--- config.mk ---
export PLATFORM = sky130hd
export DESIGN_NAME = sadc_control
export DESIGN_NICKNAME = d
export VERILOG_FILES = /design/src/sadc_pkg.sv /design/src/sadc_control.sv /design/src/sadc_sar_step.sv /design/src/sadc_pace.sv
export SDC_FILE = /design/constraint.sdc
export NUM_CORES = 1
export LEC_CHECK = 0
export ABC_AREA = 1
export ABC_CLOCK_PERIOD_IN_PS = 3000
export BUFFER_PORTS_ARGS = -buffer_cell sky130_fd_sc_hd__buf_2
export CAP_MARGIN = 20
export CORE_UTILIZATION = 43
export CTS_CLUSTER_DIAMETER = 40
export DETAILED_ROUTE_END_ITERATION = 12
export PLACE_DENSITY_LB_ADDON = 0.12
export SYNTH_ARGS = -nofsm -noshare
export SYNTH_HDL_FRONTEND = slang
export SYNTH_SLANG_ARGS = --single-unit
export TNS_END_PERCENT = 100
--- constraint.sdc ---
create_clock -name core_clk -period 3 [get_ports core_clk]
set_clock_uncertainty 0.1 [all_clocks]
set_input_delay 0.75 -clock core_clk [delete_from_list [all_inputs] [get_ports core_clk]]
set_output_delay 0.75 -clock core_clk [all_outputs]
set_load 0.1 [all_outputs]
--- src/sadc_pkg.sv ---
// shared constants for the successive-approximation converter control block
package sadc_pkg;
  // register byte addresses: printed offsets are not word multiples, so index times four
  localparam logic [7:0]  IDX_MODE       = 8'h16;
  localparam logic [7:0]  IDX_RES_LO     = 8'h17;
  localparam logic [7:0]  IDX_RES_HI     = 8'h18;
  localparam logic [7:0]  IDX_START      = 8'h20;
  localparam logic [9:0]  ADDR_MODE      = {IDX_MODE, 2'b00};
  localparam logic [9:0]  ADDR_RES_LO    = {IDX_RES_LO, 2'b00};
  localparam logic [9:0]  ADDR_RES_HI    = {IDX_RES_HI, 2'b00};
  localparam logic [9:0]  ADDR_START     = {IDX_START, 2'b00};
  localparam int          ADDR_W         = 10;
  // mode register fields, plus the start bit of the start register
  localparam int          PERIOD_BIT     = 0;
  localparam int          CHAN_LO_BIT    = 2;
  localparam int          CHAN_HI_BIT    = 3;
  localparam logic [3:0]  MODE_RESET     = 4'h0;
  localparam int          START_BIT      = 2;
  // result layout
  localparam int          RES_W          = 8;
  localparam int          DIGIT_W        = 4;
  localparam logic [7:0]  RES_RESET      = 8'h80;
  // conversion periods in instruction cycles, their counter width, and the bus nonsequential transfer code
  localparam int          CONV_SHORT_CYC = 34;
  localparam int          CONV_LONG_CYC  = 67;
  localparam int          CNT_W          = 7;
  localparam logic [1:0]  HTRANS_NONSEQ  = 2'b10;
endpackage

--- src/sadc_control.sv ---
// converter control: register slave, channel select, approximation sequencer
`timescale 1ns/1ps
module sadc_control
  import sadc_pkg::*;
(
  input  wire logic                 core_clk,
  input  wire logic                 rst,
  input  wire logic                 hsel,
  input  wire logic [31:0]          haddr,
  input  wire logic [1:0]           htrans,
  input  wire logic                 hwrite,
  input  wire logic [2:0]           hsize,
  input  wire logic [31:0]          hwdata,
  input  wire logic                 hready,
  output logic      [31:0]          hrdata,
  output logic                      hreadyout,
  output logic                      hresp,
  input  wire logic                 lowPowerMode,
  input  wire logic                 compAbove,
  output logic      [1:0]           channelSel,
  output logic      [RES_W-1:0]     ladderCode,
  output logic                      ladderEnable,
  output logic                      converting
);
  typedef enum logic [1:0] {
    ST_IDLE = 2'b00,
    ST_CONV = 2'b01,
    ST_DONE = 2'b10
  } sadc_state_e;

  sadc_state_e        state_r, state_nxt;
  logic [3:0]         mode_r, mode_nxt;
  logic               start_r, start_nxt;
  logic [RES_W-1:0]   result_r, result_nxt;
  logic [RES_W-1:0]   code_r, code_nxt;
  logic [RES_W-1:0]   bit_r, bit_nxt;
  logic [1:0]         chan_r, chan_nxt;
  logic               ladEn_r, ladEn_nxt;
  logic [31:0]        rdata_r, rdata_nxt;
  logic               wrPend_r, wrPend_nxt;
  logic [ADDR_W-1:0]  wrAddr_r, wrAddr_nxt;
  logic [RES_W-1:0]   stepCode;
  logic               stepTick;
  logic               lastTick;
  logic               addrPhase;
  logic               wrStart;

  assign hreadyout = 1'b1;
  assign hresp     = 1'b0;
  assign hrdata    = rdata_r;
  assign channelSel   = chan_r;
  assign ladderCode   = code_r;
  assign ladderEnable = ladEn_r;
  assign converting   = start_r;

  sadc_sar_step #(.W(RES_W)) u_step (
    .trialCode (code_r),
    .trialBit  (bit_r),
    .compAbove (compAbove),
    .nextCode  (stepCode)
  );

  sadc_pace u_pace (
    .core_clk   (core_clk),
    .rst        (rst),
    // stalls in low power and until the ladder is back on, so no step sees it off
    .run        ((state_r == ST_CONV) && ladEn_r && !lowPowerMode),
    .longPeriod (mode_r[PERIOD_BIT]),
    .stepTick   (stepTick),
    .lastTick   (lastTick)
  );

  assign addrPhase = hsel && hready && (htrans == HTRANS_NONSEQ);
  // start bit written as a word during the data phase
  assign wrStart   = wrPend_r && (wrAddr_r == ADDR_START) && hwdata[START_BIT];

  // bus slave: zero-wait, writes land in data phase, reads registered
  always_comb begin
    wrPend_nxt = addrPhase && hwrite;
    wrAddr_nxt = haddr[ADDR_W-1:0];
    rdata_nxt  = rdata_r;
    if (addrPhase && !hwrite) begin
      unique case (haddr[ADDR_W-1:0])
        // digits at consecutive addresses; msbs in high digit
        ADDR_RES_LO: rdata_nxt = {28'h0000000, result_r[DIGIT_W-1:0]};
        ADDR_RES_HI: rdata_nxt = {28'h0000000, result_r[RES_W-1:DIGIT_W]};
        ADDR_START:  rdata_nxt = {29'h0000000, start_r, 2'b00};
        default:     rdata_nxt = 32'h00000000;
      endcase
    end
  end

  // sequencer
  always_comb begin
    state_nxt  = state_r;
    mode_nxt   = mode_r;
    start_nxt  = start_r;
    result_nxt = result_r;
    code_nxt   = code_r;
    bit_nxt    = bit_r;
    chan_nxt   = chan_r;
    if (wrPend_r && wrAddr_r == ADDR_MODE) begin
      // unused bit 1 dropped on write
      mode_nxt = {hwdata[CHAN_HI_BIT], hwdata[CHAN_LO_BIT], 1'b0, hwdata[PERIOD_BIT]};
    end
    case (state_r)
      ST_IDLE: begin
        // start on selected channel; not in low power
        if (wrStart && !lowPowerMode) begin
          start_nxt = 1'b1;
          state_nxt = ST_CONV;
          chan_nxt  = {mode_r[CHAN_HI_BIT], mode_r[CHAN_LO_BIT]};
          code_nxt  = {1'b1, {(RES_W-1){1'b0}}};
          bit_nxt   = {1'b1, {(RES_W-1){1'b0}}};
        end
      end
      ST_CONV: begin
        // frozen while oscillator clock is stopped
        if (!lowPowerMode) begin
          if (stepTick) begin
            code_nxt = stepCode | (bit_r >> 1);
            bit_nxt  = bit_r >> 1;
          end
          if (lastTick) begin
            state_nxt = ST_DONE;
          end
        end
      end
      ST_DONE: begin
        // store and self-clear; result held until the next conversion reaches ST_DONE
        result_nxt = code_r;
        start_nxt  = 1'b0;
        state_nxt  = ST_IDLE;
      end
      default: state_nxt = ST_IDLE;
    endcase
    // ladder cut in low power
    // on from the start edge; after low power it costs one extra stalled cycle
    ladEn_nxt  = !lowPowerMode && (state_nxt == ST_CONV);
  end

  always_ff @(posedge core_clk or posedge rst) begin
    if (rst) begin
      state_r  <= ST_IDLE;
      mode_r   <= MODE_RESET;
      start_r  <= 1'b0;
      code_r   <= '0;
      bit_r    <= '0;
      chan_r   <= 2'b00;
      ladEn_r  <= 1'b0;
      rdata_r  <= 32'h00000000;
      wrPend_r <= 1'b0;
      wrAddr_r <= '0;
    end else begin
      state_r  <= state_nxt;
      mode_r   <= mode_nxt;
      start_r  <= start_nxt;
      code_r   <= code_nxt;
      bit_r    <= bit_nxt;
      chan_r   <= chan_nxt;
      ladEn_r  <= ladEn_nxt;
      rdata_r  <= rdata_nxt;
      wrPend_r <= wrPend_nxt;
      wrAddr_r <= wrAddr_nxt;
    end
  end

  // result kept across reset: no reset branch
  always_ff @(posedge core_clk) begin
    result_r <= result_nxt;
  end
endmodule // sadc_control

--- src/sadc_sar_step.sv ---
// one successive-approximation step: keep or drop the trial bit
`timescale 1ns/1ps
module sadc_sar_step #(
  parameter int W = 8
) (
  input  wire logic [W-1:0] trialCode,
  input  wire logic [W-1:0] trialBit,
  input  wire logic         compAbove,
  output logic      [W-1:0] nextCode
);
  // comparator high means input is below the ladder tap
  always_comb begin
    nextCode = compAbove ? (trialCode & ~trialBit) : trialCode;
  end
endmodule // sadc_sar_step

--- src/sadc_pace.sv ---
// paces the approximation steps one every fourth cycle over the first 32 cycles, then idles to the end of the selected period
`timescale 1ns/1ps
module sadc_pace
  import sadc_pkg::*;
(
  input  wire logic             core_clk,
  input  wire logic             rst,
  input  wire logic             run,
  input  wire logic             longPeriod,
  output logic                  stepTick,
  output logic                  lastTick
);
  logic [CNT_W-1:0] cnt_r;
  logic [CNT_W-1:0] cnt_nxt;
  logic [CNT_W-1:0] span;
  always_comb begin
    span    = longPeriod ? CNT_W'(CONV_LONG_CYC - 1) : CNT_W'(CONV_SHORT_CYC - 1);
    // held while stalled; >= so a period change mid-conversion cannot run past the end
    lastTick = run && (cnt_r >= span);
    if (!run) begin
      cnt_nxt = cnt_r;
    end else if (lastTick) begin
      cnt_nxt = '0;
    end else begin
      cnt_nxt = cnt_r + CNT_W'(1);
    end
    // one step every fourth cycle, after a settling lead-in
    stepTick = run && (cnt_r[1:0] == 2'b11) && (cnt_r < CNT_W'(4 * RES_W));
  end
  always_ff @(posedge core_clk or posedge rst) begin
    if (rst) begin
      cnt_r <= '0;
    end else begin
      cnt_r <= cnt_nxt;
    end
  end
endmodule // sadc_pace

==> run summary <==
Pwr Total = 2.00 mW
layout cells sized above 1 = 18.1%
Via density = 4.53
most common cell in the netlist = nand2_1
Hold Path Class = in2async
Ys Warns = 0
critical path type = reg2out
critical path cell sequence = buf_2
CP max-delay cell = buf_2
WL per Instance = 10.8 µm
Hold Vio Cnt, Final = 0
Synth Instances = 340
Psw = 0.775 mW
crit-path max FO = 4
via count = 2073
RSZ-0062 raised after global routing = no
drt first pass iters = 8
clock network fraction of design power = 25.3%
Tot GR Track Use = 15.4%
Period Utilization, post-route = 67.7%
die height = 83.8 µm
Power Density = 636 nW/µm²
CTS root buf = clkbuf_8
Netlist cell types = 30
CTS buffer count = 5
largest net degree at the start of global routing = 26
max-capacitance violation count = 0
first-pass GRT wire length = 8550 µm
Antenna Cells = 0
port bufs = 37
core region area = 6420 µm²
Clock transition at path regs = 0.10 ns
Slew @ Worst Pin = 0.595 ns
Synth Cell Area = 2880 µm²
violated checks = design-rule violations
CTS max path bufs = 2
Slew HR = 60.2%
critical path depth = 1
R2R cell count = 9
top cells by area, synth = dfrtp_1, nand2_1, edfxtp_1
std cell rows = 29
Cell Int Power = 1.22 mW
Pins Over Slew Limit = 0
CTS H-tree depth = 2
Overflow after GRT = 0
status = finished with violations
Critical Path Source Type = flip-flop
area of the multi-input gates = 1140 µm²
vias in the first global route = 1859
initial detailed-routing violation count = 95
CTS tree = built
Crit path arrival time = 1.18 ns
GPL Wtd Cong = 0.735
worst reg2reg path endpoint = state_r[0]
Top delay family on crit path = buffers and inverters
sequential share of the synthesized area = 49.2%
Critical Path Max Stage Delay = 0.45 ns
DRC viols = 20
Reg2Reg Setup Slack = 1.31 ns
EDFF count, synth = 8
Synth Register Bits = 55
Synth async-reset ratio = 85.5%
final WL = 4960 µm
Hold WS = 0.367 ns
Achievable Freq = 492 MHz
Crit path required time = 2.15 ns
Top FF cell, synth = dfrtp_1
crit path to = ladderCode[6]
Buf/Inv on CP = 1
post-synth top area share = 40.9%
CP endpoint kind = primary output
hold buffers post-CTS = 0
DRT antenna net count = 0
Final setup viols = 0
FF/Latch Area = 1420 µm²
area grow syn2layout = 9.09%
most frequent cells after synthesis = nand2_1, dfrtp_1, inv_1
num ports = 122
Combinational Power Share = 28.7%
post-synth top area cell = dfrtp_1
Initial Utilization = 44.8%
Setup Fix Bufs, Post-CTS = 0
leakage power = 1.72 nW
Max VDD drop = 0.316 mV
PostCTS Resize Cnt = 0
Die X = 83.8 µm
initial antenna violation count = 0
crit path time final = 2.03 ns
Avg Inst Size Synth = 8.46 µm²
Crit. Startpoint = ladderCode[6]
Sink Count = 55
Fill cells = 641
hpwl dp = 3780 µm
sequential share of power = 45.9%
Clk Latency, worst-skew pair = 0.31 ns
Sum Neg Setup Slack = 0 ns
FF-to-FF Start = mode_r[0]
die area = 7020 µm²
# nets final = 461
post-layout util = 48.9%
switching share of power = 38.8%
## cell type report
cell class	count	area share, %
clock buffer	6	2.63
tap	77	3.07
timing repair buffer	39	6.38
sequential	55	45.1
clock inverter	2	1.12
multi-input combinational	236	36.5
inverter	43	5.22
## registers in the layout, summed over array words and instances (netlist names), 2 cells and up
name	flops
wrAddr_r	10
state_r	2
ladderCode	8
bit_r	8
hrdata	4
channelSel	2
result_r	8
mode_r	3
u_pace.cnt_r	7
## power groups by stage
stage | clock (mW) | combinational (mW) | sequential [mW]
after CTS | 0.527 | 0.580 | 0.920
final | 0.506 | 0.574 | 0.918
after global placement | 0 | 0.574 | 0.932
after global routing | 0.555 | 0.646 | 0.933
after detailed placement | 0 | 0.578 | 0.934
after floorplan | 0 | 0.482 | 0.964
## logic make-up (layout without fill, tap and decap cells)
group	after synthesis	after routing	synth area share [%]
xor+xnor	2	2	0.609
other cells	2	30	0.261
flops	55	55	49.2
fa+ha+maj	5	5	2.17
buf+inv	77	90	14.7
simple gates	171	171	26.6
compound gates	28	28	6.48
## placed cells by master, fill, tap and decap left out, types with 3 or more instances in the layout
cell type	Yosys	final
nand3_1	24	24
nand2_4	3	3
dfrtp_1	47	47
edfxtp_1	8	8
o21ai_0	12	12
nand4_1	6	6
conb_1	2	30
inv_1	40	39
a21boi_0	7	7
clkbuf_8	0	6
o21ai_2	7	7
nand2_1	94	94
nor2_1	33	33
inv_2	2	3
buf_2	2	37
ha_1	5	5
## worst min-delay path by stage
stage | startpoint | end | slack, ns | depth (start not counted)
final | rst | channelSel[0] | 0.37 | 2
after global routing | rst | channelSel[0] | 0.41 | 2
after CTS | rst | channelSel[0] | 0.38 | 2
after detailed placement | mode_r[3] | channelSel[1] | 0.36 | 2
after global placement | mode_r[3] | channelSel[1] | 0.35 | 2
after floorplan | mode_r[2] | channelSel[0] | 0.34 | 2
## per-stage QoR
stage | setup WS (ns) | cell area [µm²] | instances
global route | 0.911 | 3140 | 458
floorplan | 0.903 | 2980 | 368
global placement | 0.970 | 3020 | 450
finish | 0.969 | 3140 | 458
detailed placement | 0.954 | 3020 | 450
CTS | 0.939 | 3140 | 458
## per-layer routing
metal / vias up / part of all wire [%] / global-route usage [%]
met4: 0 / 1.4 / 5.64
met3: 6 / 4.6 / 3.36
li1: 1082 / - / -
met1: 939 / 46 / 19.8
met2: 46 / 48 / 25.4
met5: - / 0 / 0
Note: power is estimated with default switching activity, not from simulation.
